$ cat config.mk
export PLATFORM = sky130hd
export DESIGN_NAME = sael_encoder_flat
export DESIGN_NICKNAME = d
export VERILOG_FILES = /design/src/verilog/sael_pkg.sv /design/src/verilog/sael_link_if.sv /design/src/verilog/sael_encoder.sv /design/src/verilog/sael_sync.sv /design/src/flat_wrapper.sv
export VERILOG_INCLUDE_DIRS = /design/src /design/src/verilog
export SDC_FILE = /design/constraint.sdc
export NUM_CORES = 1
export LEC_CHECK = 0
export ABC_AREA = 1
export BUFFER_PORTS_ARGS = -buffer_cell sky130_fd_sc_hd__clkbuf_2
export CORE_AREA = 2 2 149 114
export DETAILED_ROUTE_END_ITERATION = 12
export DIE_AREA = 0 0 151 116
export PLACE_DENSITY = 0.71
export SLEW_MARGIN = 10
export SYNTH_ARGS = -nofsm -noshare
export SYNTH_HDL_FRONTEND = slang
export SYNTH_SLANG_ARGS = --single-unit
$ cat constraint.sdc
create_clock -name sys_clk_i -period 6.73 [get_ports sys_clk_i]
set_clock_uncertainty 0.15 [all_clocks]
set_input_delay 0.3365 -clock sys_clk_i [delete_from_list [all_inputs] [get_ports sys_clk_i]]
set_output_delay 0.3365 -clock sys_clk_i [all_outputs]
set_load 0.01 [all_outputs]
$ cat src/verilog/sael_regs.svh
// Constants of the serial absolute encoder link: word layout and timing counts.
// Assumes a 100 MHz system clock on both ends.
`ifndef SAEL_REGS_SVH
`define SAEL_REGS_SVH
// =====================================================================
// Word layout
`define SAEL_POS_W        13
`define SAEL_WORD_W       25
`define SAEL_SPECIAL_POS  0
`define SAEL_POS_LSB      1
// =====================================================================
// Timing
`define SAEL_SYS_PERIOD_NS 10
`define SAEL_MONO_US       20
`define SAEL_MONO_CYC      ((`SAEL_MONO_US * 1000) / `SAEL_SYS_PERIOD_NS)
`define SAEL_ZERO_HOLD_MS  1100
`define SAEL_ZERO_HOLD_CYC (`SAEL_ZERO_HOLD_MS * 100000)
`define SAEL_HALF_PER_CYC  25
`define SAEL_PAUSE_CYC     ((`SAEL_MONO_US * 1000) / `SAEL_SYS_PERIOD_NS + 100)
`endif

$ cat src/verilog/sael_pkg.sv
// Types shared by both ends of the encoder link.
// Assumes sael_regs.svh for numeric constants.
`include "sael_regs.svh"
package sael_pkg;
  typedef logic [`SAEL_WORD_W-1:0] sael_word_t;
  typedef logic [`SAEL_POS_W-1:0]  sael_pos_t;
endpackage

$ cat src/verilog/sael_link_if.sv
// Wires between controller and encoder: serial clock and serial data.
// Assumes both ends share one testbench; levels are plain one-way.
`timescale 1ns/1ps
`default_nettype none
interface sael_link_if;
  logic sclk;   // Serial clock, controller to encoder
  logic sdata;  // Serial data, encoder to controller
  modport enc (input sclk, output sdata);
  modport ctl (output sclk, input sdata);
endinterface
`default_nettype wire

$ cat src/verilog/sael_encoder.sv
// Encoder end of the serial absolute position link.
// Assumes the controller drives the serial clock and keeps the pause.
`timescale 1ns/1ps
`default_nettype none
`include "sael_regs.svh"
module sael_encoder #(
  parameter int unsigned MONO_CYC = `SAEL_MONO_CYC,
  parameter int unsigned ZERO_CYC = `SAEL_ZERO_HOLD_CYC
) (
  // System
  input  wire logic              sys_clk_i,
  input  wire logic              rst_i,
  // Link
  sael_link_if.enc               link,
  // Sensor side
  input  wire sael_pkg::sael_pos_t raw_pos_i,
  input  wire logic              special_i,
  input  wire logic              dir_i,
  input  wire logic              zero_set_i,
  input  wire logic              gray_sel_i,
  // Status
  output logic                   busy_o
);
  import sael_pkg::*;

  // =====================================================================
  // Helpers
  function automatic sael_pos_t to_gray(input sael_pos_t b);
    to_gray = b ^ (b >> 1);
  endfunction

  logic       clk_s;        // Synchronised serial clock
  logic       clk_d_ff;     // Previous sampled clock
  logic       zs_s;         // Synchronised zero-set
  logic       zs_d_ff;      // Previous zero-set
  logic       dir_s;        // Synchronised direction input
  sael_word_t shreg_ff;     // Captured word
  logic [4:0] bit_ff;       // Rising edges seen in this word
  logic       act_ff;       // Transfer in progress
  logic       data_ff;      // Serial data output
  logic [31:0] mono_ff;     // Monoflop counter
  logic       zarm_ff;      // Zero-set armed after falling edge
  logic [31:0] zcnt_ff;     // Zero-set hold counter
  sael_pos_t  offs_ff;      // Zero offset

  // Serial clock, zero-set and direction come from outside this clock;
  // each passes three flops and counts once stages two and three agree.
  // All rest high, so no false edge appears when reset lets go.
  sael_sync u_clk (
    .sys_clk_i (sys_clk_i),
    .rst_i     (rst_i),
    .rst_val_i (1'b1),
    .async_i   (link.sclk),
    .sync_o    (clk_s)
  );
  sael_sync u_zs (
    .sys_clk_i (sys_clk_i),
    .rst_i     (rst_i),
    .rst_val_i (1'b1),
    .async_i   (zero_set_i),
    .sync_o    (zs_s)
  );
  sael_sync u_dir (
    .sys_clk_i (sys_clk_i),
    .rst_i     (rst_i),
    .rst_val_i (1'b1),
    .async_i   (dir_i),
    .sync_o    (dir_s)
  );

  // =====================================================================
  // Edge decode and position word
  wire        fall    = clk_d_ff & ~clk_s;
  wire        rise    = ~clk_d_ff & clk_s;
  wire        mono_run = (mono_ff != 32'h0);
  wire        zs_fall = zs_d_ff & ~zs_s;
  // Direction: low counts up clockwise, high counts down
  wire sael_pos_t dir_pos = dir_s ? sael_pos_t'(-raw_pos_i) : raw_pos_i;
  wire sael_pos_t pos_z   = dir_pos - offs_ff;
  // Gray or binary output
  wire sael_pos_t pos_c   = gray_sel_i ? to_gray(pos_z) : pos_z;
  wire sael_word_t fresh  = {pos_c, 11'h000, special_i};
  // Word end after 25 rising edges
  wire        word_end = (bit_ff == 5'(`SAEL_WORD_W));
  // A falling edge with no transfer running, or a late one, starts fresh
  wire        fresh_cap = fall & (~act_ff | ~mono_run);

  // =====================================================================
  // Clock and zero-set edge history
  always_ff @(posedge sys_clk_i or posedge rst_i) begin
    if (rst_i) begin
      clk_d_ff <= 1'b1;
      zs_d_ff  <= 1'b1;
    end else begin
      clk_d_ff <= clk_s;
      zs_d_ff  <= zs_s;
    end
  end

  // =====================================================================
  // Shift engine
  // One pulse is a fall and then a rise of the serial clock:
  //   fall 1      latches position and special bit, data unchanged
  //   rise 1..25  present bit 24 down to bit 0
  //   fall 26     data goes low after the last bit
  //   rise 26     data stays low; return to idle, or the separator
  //               ahead of a repeated copy
  //   fall 27..   further pulses inside the timeout resend the word
  // A clock resting high until the timeout runs out ends the transfer;
  // the next fall then latches a fresh word.
  // A fresh capture beats every other action in the same cycle.
  always_ff @(posedge sys_clk_i or posedge rst_i) begin
    if (rst_i) begin
      shreg_ff <= '0;
      bit_ff   <= 5'h00;
      act_ff   <= 1'b0;
      data_ff  <= 1'b1;
    end else if (fresh_cap) begin
      // Capture: word, bit count and busy flag
      shreg_ff <= fresh;
      bit_ff   <= 5'h00;
      act_ff   <= 1'b1;
    end else if (act_ff && rise) begin
      if (word_end) begin
        // Separator low; a further pulse resends the stored word
        data_ff <= 1'b0;
        bit_ff  <= 5'h00;
      end else begin
        // MSB first, then lower bits
        data_ff <= shreg_ff[`SAEL_WORD_W-1-bit_ff];
        bit_ff  <= bit_ff + 5'h01;
      end
    end else if (act_ff && fall && word_end) begin
      data_ff <= 1'b0;
    end else if (act_ff && !mono_run && clk_s) begin
      // Timeout with clock high: back to idle
      data_ff <= 1'b1;
      act_ff  <= 1'b0;
    end
  end

  // =====================================================================
  // Monoflop, retriggered by each falling edge
  // Runs throughout a burst, since the clock period stays below it;
  // reaching zero with the clock high is what ends a transfer.
  always_ff @(posedge sys_clk_i or posedge rst_i) begin
    if (rst_i) begin
      mono_ff <= 32'h0;
    end else if (fall) begin
      mono_ff <= MONO_CYC;
    end else if (mono_run) begin
      mono_ff <= mono_ff - 32'h1;
    end
  end

  // =====================================================================
  // Zero-set: falling edge, then held low for the hold time
  always_ff @(posedge sys_clk_i or posedge rst_i) begin
    if (rst_i) begin
      zarm_ff <= 1'b0;
      zcnt_ff <= 32'h0;
      offs_ff <= '0;
    end else if (zs_fall) begin
      // Fall seen: arm and restart the hold count
      zarm_ff <= 1'b1;
      zcnt_ff <= 32'h0;
    end else if (zarm_ff && zs_s) begin
      // Released too early: disarm, offset kept
      zarm_ff <= 1'b0;
    end else if (zarm_ff) begin
      // Held long enough: the present angle reads zero from now on
      if (zcnt_ff >= ZERO_CYC - 1) begin
        offs_ff <= dir_pos;
        zarm_ff <= 1'b0;
      end else begin
        zcnt_ff <= zcnt_ff + 32'h1;
      end
    end
  end

  // =====================================================================
  // Outputs
  assign link.sdata = data_ff;
  assign busy_o     = act_ff;
endmodule
`default_nettype wire

$ cat src/verilog/sael_sync.sv
// Three-stage input synchroniser with agreement filter.
// Assumes an asynchronous input and the local system clock.
`timescale 1ns/1ps
`default_nettype none
module sael_sync (
  // System
  input  wire logic sys_clk_i,
  input  wire logic rst_i,
  input  wire logic rst_val_i,
  // Signal
  input  wire logic async_i,
  output logic      sync_o
);
  logic s1_ff;  // Metastability stage
  logic s2_ff;  // Second stage
  logic s3_ff;  // Third stage
  logic hold_ff; // Accepted level
  // =====================================================================
  // Shift chain; accept once stages two and three agree
  always_ff @(posedge sys_clk_i or posedge rst_i) begin
    if (rst_i) begin
      s1_ff   <= 1'b1;
      s2_ff   <= 1'b1;
      s3_ff   <= 1'b1;
      hold_ff <= 1'b1;
    end else begin
      s1_ff <= async_i;
      s2_ff <= s1_ff;
      s3_ff <= s2_ff;
      if (s2_ff == s3_ff) begin
        hold_ff <= s3_ff;
      end
    end
  end
  assign sync_o = hold_ff;
  wire unused_ok = rst_val_i;
endmodule
`default_nettype wire

$ cat src/flat_wrapper.sv
// flat-port wrapper written by rule: the top's interface ports become plain ports
module sael_encoder_flat import sael_pkg::*;
#(
  parameter int unsigned MONO_CYC = `SAEL_MONO_CYC,
  parameter int unsigned ZERO_CYC = `SAEL_ZERO_HOLD_CYC
)
  (sys_clk_i, rst_i, raw_pos_i, special_i, dir_i, zero_set_i, gray_sel_i, busy_o, link_sclk, link_sdata);
  sael_link_if link_i ();
  input  wire logic sys_clk_i;
  input  wire logic rst_i;
  input  wire sael_pkg::sael_pos_t raw_pos_i;
  input  wire logic special_i;
  input  wire logic dir_i;
  input  wire logic zero_set_i;
  input  wire logic gray_sel_i;
  output logic busy_o;
  input wire logic [$bits(link_i.sclk)-1:0] link_sclk;
  output wire logic [$bits(link_i.sdata)-1:0] link_sdata;
  assign link_i.sclk = link_sclk;
  assign link_sdata = link_i.sdata;
  sael_encoder #(.MONO_CYC(MONO_CYC), .ZERO_CYC(ZERO_CYC)) u_core (.sys_clk_i(sys_clk_i), .rst_i(rst_i), .link(link_i), .raw_pos_i(raw_pos_i), .special_i(special_i), .dir_i(dir_i), .zero_set_i(zero_set_i), .gray_sel_i(gray_sel_i), .busy_o(busy_o));
endmodule
[After elaboration in Yosys (flattened, before gate mapping)]
Index checks and enable logic that the tools add are counted.
Storage, ports and cells
  register bits after elaboration: 113
  input bits: 20
  output and inout port bits: 2
Operators by class
  add/subtract/negate cells: 6
  order comparisons: 2
  equal/unequal tests: 8
  muxes and demuxes: 25
  bitwise gates (word level): 14
  reductions and logical operators: 17
Operators by type and width (number)
  $mux W32: 6
  $add A32 B1 Y32 const B: 1
  $ge A32 B27 Y1 const B: 1
  $lt A32 B6 Y1 const B: 1
  $reduce_bool A32 Y1: 1
  $sub A32 B1 Y32 const B: 1
  $mux W13: 2
  $mux W5: 3
  $mux W1: 13
  $neg A13 Y13: 1
  $sub A13 B13 Y13: 1
  $xor A13 B12 Y13: 1
  $ne A2 B1 Y1 const B: 4
  $not A1 Y1: 8
  $reduce_bool A2 Y1: 4
  $logic_and A1 B1 Y1: 6
  $reduce_and A3 Y1: 2
  $sub A5 B5 Y6 const A: 1
  $add A5 B1 Y5 const B: 1
  $bmux W1 S5: 1
  $eq A5 B5 Y1 const B: 1
  $and A1 B1 Y1: 4
  $reduce_and A4 Y1: 1
  $eq A1 B1 Y1: 3
  other kinds (4): 4

[Depth between registers and ports, before layout]
Gate-level depths: netlist of the first run.
  depth in word-level cells: 8
  depth in mapped cells: 19

[Modules after synthesis]
From an unflattened synthesis of the first run, not the netlist that was laid out.
Second synthesis, totals
  cell total of the unflattened synthesis: 958
  area, all modules: 7130.6 sq um
By module, submodules not included
  sael_encoder: instances 1, cells an instance 931, area an instance 6755.2 sq um, seq. area each 2531.2 sq um
  sael_sync: instances 3, cells an instance 9, area an instance 125.1 sq um, seq. area each 105.1 sq um

[Worst setup path before layout of the first run]
OpenSTA, ideal clock, no wires.
  kind: in2reg
  from: input raw_pos_i[0]
  to: register u_core.shreg_ff[23]
  data arrival time: 2.476 ns
  slack: 3.987 ns
  stages: 19
  path through: inv_1 > ha_1 > nand2_1 > o21ai_0 > nand2_1 > o21ai_0 > xor2_1 > inv_1 > ha_1 > nand2_1 > inv_1 > a21oi_1 > nand2_1 > nor2_1 > nand3_1 > nand2_1 > nand3_1 > nand3_1 > nand2_1
Between the ends
  cells in the longest elaborated chain, start to end: 5
Ends and longest elaborated chain
  start: declaration: RTL line flat_wrapper.sv:11  | input wire sael_pkg::sael_pos_t raw_pos_i;
  $neg A13 Y13 (*): RTL line sael_encoder.sv:78  | wire sael_pos_t dir_pos = dir_s ? sael_pos_t'(-raw_pos_i) : raw_pos_i;
  $mux W13 (*): RTL line sael_encoder.sv:78
  net u_core.dir_pos[10]: RTL line sael_encoder.sv:78
  $sub A13 B13 Y13 (*): RTL line sael_encoder.sv:79  | wire sael_pos_t pos_z = dir_pos - offs_ff;
  $xor A13 B12 Y13: RTL line sael_encoder.sv:29  | to_gray = b ^ (b >> 1);
  $mux W13 (*): RTL line sael_encoder.sv:81  | wire sael_pos_t pos_c = gray_sel_i ? to_gray(pos_z) : pos_z;
  end signal: assignment: RTL line sael_encoder.sv:120  | shreg_ff <= fresh;
  end: declaration: RTL line sael_encoder.sv:37  | sael_word_t shreg_ff;
Mark *: on every way through the listed nets, which the timed path passes. The rest lies on a longest branch.
A chain may end at the register's enable or synchronous reset.

[Worst setup path after layout of the first run]
  from: register u_core.zcnt_ff[0]
  to: register u_core.zcnt_ff[7]
Between the ends
  cells in the longest elaborated chain, start to end: 5
Ends and longest elaborated chain
  start: declaration: RTL line sael_encoder.sv:43  | logic [31:0] zcnt_ff;
  start signal: assignment: RTL line sael_encoder.sv:176  | zcnt_ff <= zcnt_ff + 32'h1;
  $add A32 B1 Y32: RTL line sael_encoder.sv:176
  $mux W32: RTL line sael_encoder.sv:172  | if (zcnt_ff >= ZERO_CYC - 1) begin
  $mux W32: RTL line sael_encoder.sv:170  | end else if (zarm_ff) begin
  $mux W32: RTL line sael_encoder.sv:167  | end else if (zarm_ff && zs_s) begin
  $mux W32: RTL line sael_encoder.sv:163  | end else if (zs_fall) begin
Several ways; a longest one is shown, not always the timed one. The select of a mux whose other input is x is not followed.

==> flow_summary.json, run 1 <==
{
  "status": "complete, no violations",
  "place.gp.congestion": 0.947,
  "synthSimpleGateAreaFrac_pct": 32.6,
  "fin_tns_setup_ns": 0,
  "power_frac_comb_pct": 19.7,
  "track_usage_pct": 19.4,
  "cts_buffer_depth": 2,
  "drv_cap": 0,
  "detail_route.wl_per_cell_um": 13.0,
  "synth_ff_type": "dfrtp_1",
  "cp_cell_sequence": "ha_1, nand3_2, nor2_4, nand2_1, inv_2, nor2_1, o21ai_2, nand4_2, nand3_2, nand2_1, nand2_1, nand2_1",
  "grt_pass1_wl_um": 27300,
  "drc_errors": 0,
  "async_flop_share_pct": 100,
  "cp.required_ns": 6.87,
  "antenna_found_initial": 0,
  "min_path_type": "in2reg",
  "start_kind": "flop",
  "synth_edf_count": 0,
  "power.switching_mw": 0.704,
  "numCtsBuffers": 17,
  "path_max_fanout": 29,
  "dp_hpwl_um": 10900,
  "hold_viol_final": 0,
  "synthAdderAreaFrac_pct": 3.88,
  "fmax_ghz": 0.319,
  "pwr-share-clk_pct": 43.3,
  "finalSetupViolCount": 0,
  "syn_area_um2": 7100,
  "synth_xor_area_share_pct": 7.03,
  "start_util_pct": 44.6,
  "cell_internal_pwr_mw": 1.60,
  "yosysWarnings": 0,
  "synth_top_family_by_area": "simple AND/OR/NAND/NOR gates",
  "avgSynthCellArea_um2": 7.37,
  "ys_types": 44,
  "cts_tree": "yes",
  "design_power_total_mw": 2.30,
  "cp-end-kind": "flop",
  "synth_compound_area_share_pct": 8.33,
  "holdBufCountCts": 5,
  "drive_gt1_share_pct": 10.1,
  "netlist_instances": 964,
  "slew_violations": 0,
  "yosysTopAreaCell": "dfrtp_1",
  "coreArea_um2": 15900,
  "h-tree-depth": 4,
  "arrival_ns": 3.27,
  "nets": 1026,
  "ys_ff_latch": 113,
  "fill_cells": 1564,
  "fin_crit_sh_pct": 46.5,
  "routed_wl_um": 15700,
  "num_vias": 6156,
  "dieArea_um2": 17500,
  "sw_frac_of_total_pct": 30.5,
  "seq_area_frac_synth_pct": 40.1,
  "critical_path_class": "reg2reg",
  "clock-sinks": 113,
  "cpMaxStageDelayCell": "nand2_1",
  "leakage_nw": 3.97,
  "grt_pass1_vias": 5786,
  "min_period_ns": 3.13,
  "via_per_inst": 5.09,
  "ir_drop_mv": 0.159,
  "cp_common_cell": "nand2_1",
  "grt_start_max_net_pins": 73,
  "cts_setup_buffers": 0,
  "drtPass1Iterations": 5,
  "drtIter0Drc": 495,
  "ctsRootBufferMaster": "clkbuf_16",
  "area_growth_pct": 13.4,
  "powerDensity_nw_per_um2": 286,
  "insertion_delay_ns": 0.41,
  "place_inst": 1173,
  "globalRouteOverflowTotal": 0,
  "synth_area_leaders": "dfrtp_1, nand2_1, nor2_1",
  "synthDominantCellAreaShare_pct": 34.5,
  "slowest_delay_ns": 0.65,
  "rsz0062_at_grt": "no",
  "final_antenna_net_count": 0,
  "die_w_um": 151,
  "port_buffers": 21,
  "slew-limit-headroom_pct": 39.5,
  "diodes": 0,
  "muxShareOfSynthArea_pct": 0,
  "fin_cells": 1210,
  "rows": 40,
  "fp.dieH_um": 116,
  "ctsResizeCount": 0,
  "syn_nets": 1003,
  "top_level_ports": 22,
  "seqPwrFrac_pct": 37.0,
  "path_clk_slew_ns": 0.06,
  "worstMarginPinSlew_ns": 0.904
}
==> metal layers <==
layer	vias up	wire, µm	GRT usage, %	share of wire [%]
met5	-	0	0	0
li1	3187	-	-	-
met3	11	811	4.45	5.2
met4	0	163	5.42	1.0
met2	151	6500	28.7	41
met1	2807	8220	28.6	52
==> stage by stage <==
stage | worst slack (ns) | area (µm²) | util (%) | hold slack [ns]
floorplan | 3.28 | 7100 | - | 0.191
global placement | 3.67 | 7350 | 46.2 | 0.196
detailed placement | 3.56 | 7350 | 46.2 | 0.197
CTS | 3.59 | 8060 | 50.6 | 0.110
global route | 3.34 | 8060 | 50.6 | 0.133
finish | 3.60 | 8060 | 50.6 | 0.126
==> registers in the layout (all words and copies together), names as in the netlist, 5 cells and up <==
name / flops
u_core.zcnt_ff: 32
u_core.bit_ff: 5
u_core.offs_ff: 13
u_core.mono_ff: 32
u_core.shreg_ff: 14
==> power groups by stage <==
| stage | Clock (mW) | Sequential (mW) | Combinational, mW |
|---|---|---|---|
| 2_1_floorplan | 0 | 0.832 | 0.367 |
| 3_3_place_gp | 0 | 0.856 | 0.437 |
| 4_1_cts | 1.02 | 0.850 | 0.454 |
| 5_1_grt | 1.04 | 0.862 | 0.525 |
| 3_5_place_dp | 0 | 0.857 | 0.445 |
| 6_report | 0.998 | 0.852 | 0.453 |
==> cells in the final DEF (no fill, tap or decap), types with 7 or more instances in the layout <==
master,n
nor3_1,27
ha_1,18
clkbuf_16,17
nor2_1,133
inv_1,109
nand4_1,17
xor2_1,44
dfrtp_1,98
xnor2_1,13
nor4_1,7
o21ai_1,8
nand2_1,225
nand3_2,13
dfstp_2,15
a21oi_1,30
nand3_1,88
o21ai_0,45
clkbuf_2,21
==> synthesized netlist by cell type (8+ instances only) <==
| cell | instances |
|---|---|
| nor3_1 | 27 |
| ha_1 | 18 |
| nand4_1 | 17 |
| inv_1 | 110 |
| nand2_1 | 225 |
| o21ai_1 | 8 |
| a21oi_1 | 30 |
| clkbuf_1 | 11 |
| xor2_1 | 44 |
| o21ai_0 | 45 |
| dfstp_2 | 15 |
| dfrtp_1 | 98 |
| buf_2 | 10 |
| xnor2_1 | 13 |
| nand3_1 | 88 |
| nand3_2 | 13 |
| nor2_1 | 133 |
==> critical path: cells and delay by family (launching register included) <==
kind                       cells  cell delay [ns]
adders and majority gates      1             0.25
buffers and inverters          1             0.06
DFF                            1             0.41
and+or+nand+nor                9             2.02
AOI/OAI and AO/OA              1             0.12
==> layout make-up <==
type	count	area, µm²	area share, %
Inverter	114	430	5.34
Sequential cell	113	2850	35.3
Clock buffer	19	443	5.50
Tap cell	210	263	3.26
Timing Repair Buffer	30	185	2.30
Multi-Input combinational cell	711	3680	45.7
Clock inverter	13	209	2.59
==> cells by family after synthesis <==
| logic type | after synthesis |
|---|---|
| simple gates | 525 |
| buf+inv | 140 |
| flops | 113 |
| compound gates | 107 |
| xor+xnor | 57 |
| fa+ha+maj | 22 |
==> worst paths after layout <==
check | startpoint | end | slack (ns) | cells past startpoint
min in group asynchronous | rst_i | u_core.bit_ff[2] | 0.38 | 3
min | raw_pos_i[11] | u_core.offs_ff[11] | 0.13 | 4
min reg2reg | u_core.u_zs.s1_ff | u_core.u_zs.s2_ff | 0.20 | 0
max in group asynchronous | rst_i | u_core.zcnt_ff[11] | 4.75 | 4
max reg2reg | u_core.zcnt_ff[0] | u_core.zcnt_ff[7] | 3.60 | 12
max | u_core.zcnt_ff[0] | u_core.zcnt_ff[7] | 3.60 | 12
Note: power is estimated with default switching activity, not from simulation.
==> inputs of run 2 (changes only) <==
--- a/config.mk
+++ b/config.mk
@@ -11,7 +11,7 @@
 export CORE_AREA = 2 2 149 114
 export DETAILED_ROUTE_END_ITERATION = 12
 export DIE_AREA = 0 0 151 116
-export PLACE_DENSITY = 0.71
+export PLACE_DENSITY = 0.73
 export SLEW_MARGIN = 10
 export SYNTH_ARGS = -nofsm -noshare
 export SYNTH_HDL_FRONTEND = slang
==> constraint.sdc (replaced) <==
create_clock -name sys_clk_i -period 2.65 [get_ports sys_clk_i]
set_clock_uncertainty 0.15 [all_clocks]
set_input_delay 0.1325 -clock sys_clk_i [delete_from_list [all_inputs] [get_ports sys_clk_i]]
set_output_delay 0.1325 -clock sys_clk_i [all_outputs]
set_load 0.01 [all_outputs]
==> run 2 against run 1 <==
  * The run now ends with negative setup slack left
  * Highest routed layer unchanged
  * Register-to-register slack got worse by 3.6 ns
  * Clock-buffer cell count rose by 4
  * Critical endpoint is now u_core.shreg_ff[17]
  * Clock power grew 120%
  * Via count up 7.0%
  * Sequential cell count is the same
  * Sequential share of layout area is 3.2 points lower
  * Power grew to 2.5 times the previous value
  * Maximum frequency up 18%
  * Combinational power rose to 3.2 times the previous value
  * Critical path depth is 1 lower
  * Utilization up 5.1 points
  * Setup slack got worse by 3.6 ns
==> flow_summary.json, run 2 (synthesis results as in run 1) <==
{
  "cp-end-kind": "flop",
  "r2r_start": "u_core.u_dir.sync_o",
  "layout_setup_ws_ns": -0.0105,
  "holdPathStages": 5,
  "drtPass1Iterations": 5,
  "worstHoldEndpoint": "u_core.offs_ff[0]",
  "ir_drop_mv": 0.435,
  "path_max_fanout": 6,
  "final_antenna_net_count": 0,
  "rows": 40,
  "finalSetupViolCount": 1,
  "area_growth_pct": 24.8,
  "via_per_inst": 5.24,
  "final_cell_mix": "nand2_1, nor2_1, inv_1",
  "drtIter0Drc": 586,
  "design_power_total_mw": 5.80,
  "drive_gt1_share_pct": 21.5,
  "holdWs_ns": 0.0455,
  "grt_start_max_net_pins": 92,
  "clock-sinks": 113,
  "powerDensity_nw_per_um2": 654,
  "drv_cap": 0,
  "startpoint": "u_core.u_dir.sync_o",
  "drc_errors": 0,
  "hold_viol_final": 0,
  "status": "finished with violations",
  "dp_hpwl_um": 11600,
  "slew_violations": 0,
  "insertion_delay_ns": 0.41,
  "fmax_ghz": 0.376,
  "path_clk_slew_ns": 0.05,
  "worstMarginPinSlew_ns": 0.870,
  "numCtsBuffers": 17,
  "top_regs": "u_core.mono_ff (32), u_core.zcnt_ff (32), u_core.shreg_ff (14)",
  "coreArea_um2": 15900,
  "cp.required_ns": 2.80,
  "cts_tree": "yes",
  "start_kind": "flop",
  "fp.dieH_um": 116,
  "mostFrequentLayoutCell": "nand2_1",
  "min_period_ns": 2.66,
  "r2r-end": "u_core.shreg_ff[17]",
  "r2r_cells": 11,
  "track_usage_pct": 20.8,
  "grt_pass1_vias": 6166,
  "dieArea_um2": 17500,
  "cts_buffer_depth": 2,
  "fin_crit_sh_pct": 100,
  "num_vias": 6585,
  "hp-start": "raw_pos_i[0]",
  "critical_path_class": "reg2reg",
  "diodes": 0,
  "antenna_found_initial": 0,
  "r2r_setup_slack_ns": -0.01,
  "ctsRootBufferMaster": "clkbuf_16",
  "leakage_nw": 4.27,
  "die_w_um": 151,
  "globalRouteOverflowTotal": 0,
  "top_level_ports": 22,
  "detail_route.wl_per_cell_um": 14.1,
  "place.gp.congestion": 0.941,
  "port_buffers": 21,
  "slew-limit-headroom_pct": 41.8,
  "violations": "negative setup slack",
  "rsz0062_at_grt": "yes",
  "start_util_pct": 44.6,
  "routed_wl_um": 17700,
  "arrival_ns": 2.81,
  "dp_slack_ns": -0.153,
  "h-tree-depth": 4,
  "grt_pass1_wl_um": 29200,
  "nets": 1072,
  "min_path_type": "in2reg"
}
[run 2: power by group]
part | switching, mW | internal (mW) | total (mW)
logic | 0.879 | 0.567 | 1.45
registers | 0.194 | 1.96 | 2.15
clock network | 0.815 | 1.38 | 2.20
total | 1.89 | 3.91 | 5.80
[run 2: timing repair]
| action | CTS | global route |
|---|---|---|
| setup endpoints to repair | 8 | 11 |
| endpoints found under the hold margin | 31 | 0 |
| buffers inserted | 1 | 6 |
| hold buffers | 10 | 0 |
| pin swaps | 2 | 37 |
| resized for setup | 8 | 118 |
[run 2: worst max path at each step]
stage                     endpoint  cells past startpoint  slack [ns]
3_5_place_dp   u_core.shreg_ff[18]                     16       -0.15
4_1_cts        u_core.shreg_ff[18]                     15       0.005
6_report       u_core.shreg_ff[17]                     11       -0.01
5_1_grt        u_core.shreg_ff[16]                     11       -0.14
2_1_floorplan  u_core.shreg_ff[18]                     12        0.05
3_3_place_gp   u_core.shreg_ff[22]                     18       -0.11
[run 2: area by class of cell]
cell class | count | area [µm²]
repair buffers | 76 | 571
well taps | 210 | 263
multi-input cells | 711 | 4180
inverters | 114 | 434
clock buffers | 23 | 488
fillers | 1388 | 7050
flip-flops and latches | 113 | 2850
clock inverters | 9 | 81.3
[run 2: metrics by stage]
step | util, % | setup TNS (ns) | cells | cell area (µm²)
2_1_floorplan | - | 0 | 964 | 7110
3_3_place_gp | 47.9 | -0.238 | 1208 | 7630
3_5_place_dp | 47.9 | -0.729 | 1208 | 7630
4_1_cts | 52.4 | 0 | 1251 | 8340
5_1_grt | 55.7 | -0.858 | 1256 | 8860
6_report | 55.7 | -0.0105 | 1256 | 8860
[run 2: layer usage]
metal / track usage [%] / up-vias / part of all wire, %
li1: - / 3266 / -
met1: 30.9 / 3116 / 49
met2: 30.6 / 175 / 44
met3: 4.88 / 28 / 5.3
met4: 5.30 / 0 / 1.5
met5: 0 / - / 0
[run 2: worst max-delay path, stage by stage (launching register included)]
cell	delay, ns
dfstp_2	0.62
buf_6	0.17
nand2_2	0.08
xor2_2	0.25
ha_4	0.27
a21oi_2	0.20
o21ai_2	0.09
nor2_2	0.17
xnor2_1	0.20
nand3_1	0.15
nand3_1	0.13
o21ai_2	0.07
==> inputs of run 3 (changes only) <==
==> constraint.sdc (replaced) <==
create_clock -name sys_clk_i -period 2.65 [get_ports sys_clk_i]
set_clock_uncertainty 0.15 [all_clocks]
set_input_delay 0.53 -clock sys_clk_i [delete_from_list [all_inputs] [get_ports sys_clk_i]]
set_output_delay 0.53 -clock sys_clk_i [all_outputs]
set_load 0.01 [all_outputs]
==> run 3 against run 2 <==
  * Final area is 2.2% higher
  * Non-clock buffer count rose by 13
  * The flow still finishes with violations (negative setup slack)
  * Maximum frequency shrank 1.1%
  * Global-route usage decreased by 0.69 points
  * Sequential cell count did not move
  * Die area is the same
  * Power increased by 3.9%
  * Critical path type unchanged
  * Cell count up 1.0%
==> flow_summary.json, run 3 (synthesis results as in run 1) <==
{
  "status": "finished with violations",
  "violations": "negative setup slack",
  "via_per_inst": 5.27,
  "cts_buffer_depth": 2,
  "critical_path_class": "reg2reg",
  "leakage_nw": 4.37,
  "r2r-end": "u_core.shreg_ff[18]",
  "power.switching_mw": 1.98,
  "dpl_cell_area_um2": 7800,
  "fin_crit_sh_pct": 102,
  "start_kind": "flop",
  "coreArea_um2": 15900,
  "min_period_ns": 2.69,
  "worstMarginPinSlew_ns": 0.810,
  "power_frac_comb_pct": 25.0,
  "seqPwrFrac_pct": 35.7,
  "r2r_setup_slack_ns": -0.04,
  "slew_violations": 0,
  "cp.required_ns": 2.86,
  "grt_pass1_vias": 5974,
  "detail_route.wl_per_cell_um": 14.5,
  "min_path_type": "in2reg",
  "crit_path_end": "u_core.shreg_ff[18]",
  "final_cell_mix": "nand2_1, nor2_1, inv_1",
  "insertion_delay_ns": 0.42,
  "drtIter0Drc": 616,
  "powerDensity_nw_per_um2": 665,
  "cp-end-kind": "flop",
  "r2r_start": "u_core.u_dir.sync_o",
  "top_regs": "u_core.mono_ff (32), u_core.zcnt_ff (32), u_core.shreg_ff (14)",
  "grt_pass1_wl_um": 28200,
  "cts_tree": "yes",
  "routed_wl_um": 18400,
  "layout_setup_ws_ns": -0.0402,
  "pwr-share-clk_pct": 39.3,
  "h-tree-depth": 4,
  "rows": 40,
  "num_vias": 6692,
  "drtPass1Iterations": 5,
  "grt_start_max_net_pins": 114,
  "drive_gt1_share_pct": 24.4,
  "place.gp.congestion": 0.964,
  "arrival_ns": 2.90,
  "numCtsBuffers": 17,
  "top_level_ports": 22,
  "rsz0062_at_grt": "yes",
  "antenna_found_initial": 0,
  "track_usage_pct": 20.1,
  "cp_cell_sequence": "buf_6, nand2_4, xnor2_4, ha_4, buf_6, nand2_4, nor3_1, nor2_2, xor2_2, inv_1, buf_4, nand2_1, nand3_1, nand2_1",
  "path_clk_slew_ns": 0.06,
  "mostFrequentLayoutCell": "nand2_1",
  "port_buffers": 21,
  "fin_area_um2": 9060,
  "diodes": 0,
  "design_power_total_mw": 6.02,
  "cpMaxStageDelayCell": "dfstp_2",
  "cell_internal_pwr_mw": 4.05,
  "drc_errors": 0,
  "ir_drop_mv": 0.490,
  "finalSetupViolCount": 4,
  "globalRouteOverflowTotal": 0,
  "slew-limit-headroom_pct": 45.8,
  "final_antenna_net_count": 0,
  "startpoint": "u_core.u_dir.sync_o",
  "clock-sinks": 113,
  "ctsRootBufferMaster": "clkbuf_16",
  "hold_viol_final": 0,
  "dieArea_um2": 17500,
  "fmax_ghz": 0.372,
  "dp_hpwl_um": 11600,
  "drv_cap": 0,
  "fp.dieH_um": 116,
  "r2r_cells": 14,
  "slowest_delay_ns": 0.61,
  "fin_tns_setup_ns": -0.0804,
  "path_max_fanout": 6,
  "area_growth_pct": 27.6,
  "nets": 1085,
  "sw_frac_of_total_pct": 32.8,
  "die_w_um": 151,
  "start_util_pct": 44.6
}
[run 3: critical path: cells and delay by family, from the launching register on]
kind                       cells  cell delay, ns
adders and majority gates      1            0.31
buffers and inverters          4            0.50
and+or+nand+nor                7            0.70
DFF                            1            0.61
xor gates and xnor gates       2            0.37
[run 3: worst min-delay path by stage]
| stage | from | to | slack (ns) | depth (start not counted) |
|---|---|---|---|---|
| 4_1_cts | link_sclk | u_core.u_clk.s1_ff | 0.02 | 1 |
| 3_5_place_dp | u_core.u_dir.s1_ff | u_core.u_dir.s2_ff | 0.20 | 0 |
| 5_1_grt | dir_i | u_core.u_dir.s1_ff | 0.02 | 1 |
| 6_report | link_sclk | u_core.u_clk.s1_ff | 0.03 | 1 |
| 2_1_floorplan | u_core.u_clk.s1_ff | u_core.u_clk.s2_ff | 0.20 | 0 |
| 3_3_place_gp | u_core.u_zs.s1_ff | u_core.u_zs.s2_ff | 0.20 | 0 |
[run 3: stage by stage]
stage                     cells  hold WS [ns]  utilization (%)  setup slack, ns
final                      1269        0.0327             56.9          -0.0402
after global routing       1269        0.0210             56.9           -0.198
after CTS                  1257        0.0226             53.3          0.00937
after detailed placement   1223         0.201             49.0           -0.458
after global placement     1223         0.196             49.0           -0.416
after floorplan             964         0.195                -          -0.0126
[run 3: layout make-up]
| class | instances | area (µm²) |
|---|---|---|
| Fill cell | 1367 | 6850 |
| Multi-Input combinational cell | 711 | 4250 |
| Sequential cell | 113 | 2850 |
| Timing Repair Buffer | 89 | 653 |
| Inverter | 114 | 439 |
| Clock buffer | 17 | 425 |
| Tap cell | 210 | 263 |
| Clock inverter | 15 | 184 |
[run 3: layer usage]
metal / GRT usage (%) / part of all wire [%] / routed length (µm)
met4: 5.23 / 1.6 / 287
met1: 29.7 / 47 / 8630
met2: 30.1 / 46 / 8420
met5: 0 / 0 / 0
met3: 4.37 / 5.6 / 1020
[run 3: power groups by stage]
| stage | sequential, mW | clock [mW] | combinational [mW] |
|---|---|---|---|
| final | 2.15 | 2.37 | 1.51 |
| after global routing | 2.18 | 2.49 | 1.68 |
| after CTS | 2.14 | 2.40 | 1.30 |
| after detailed placement | 2.17 | 0 | 1.28 |
| after global placement | 2.17 | 0 | 1.25 |
| after floorplan | 2.11 | 0 | 0.944 |
[run 3: what timing repair did]
action                     in CTS  in global routing
setup buffers                   2                 13
hold endpoints to repair        0                  0
setup endpoints to repair       8                 10
hold buffers                    0                  0
cloned                          0                  0
pin swaps                       6                 63
resized for setup              19                105
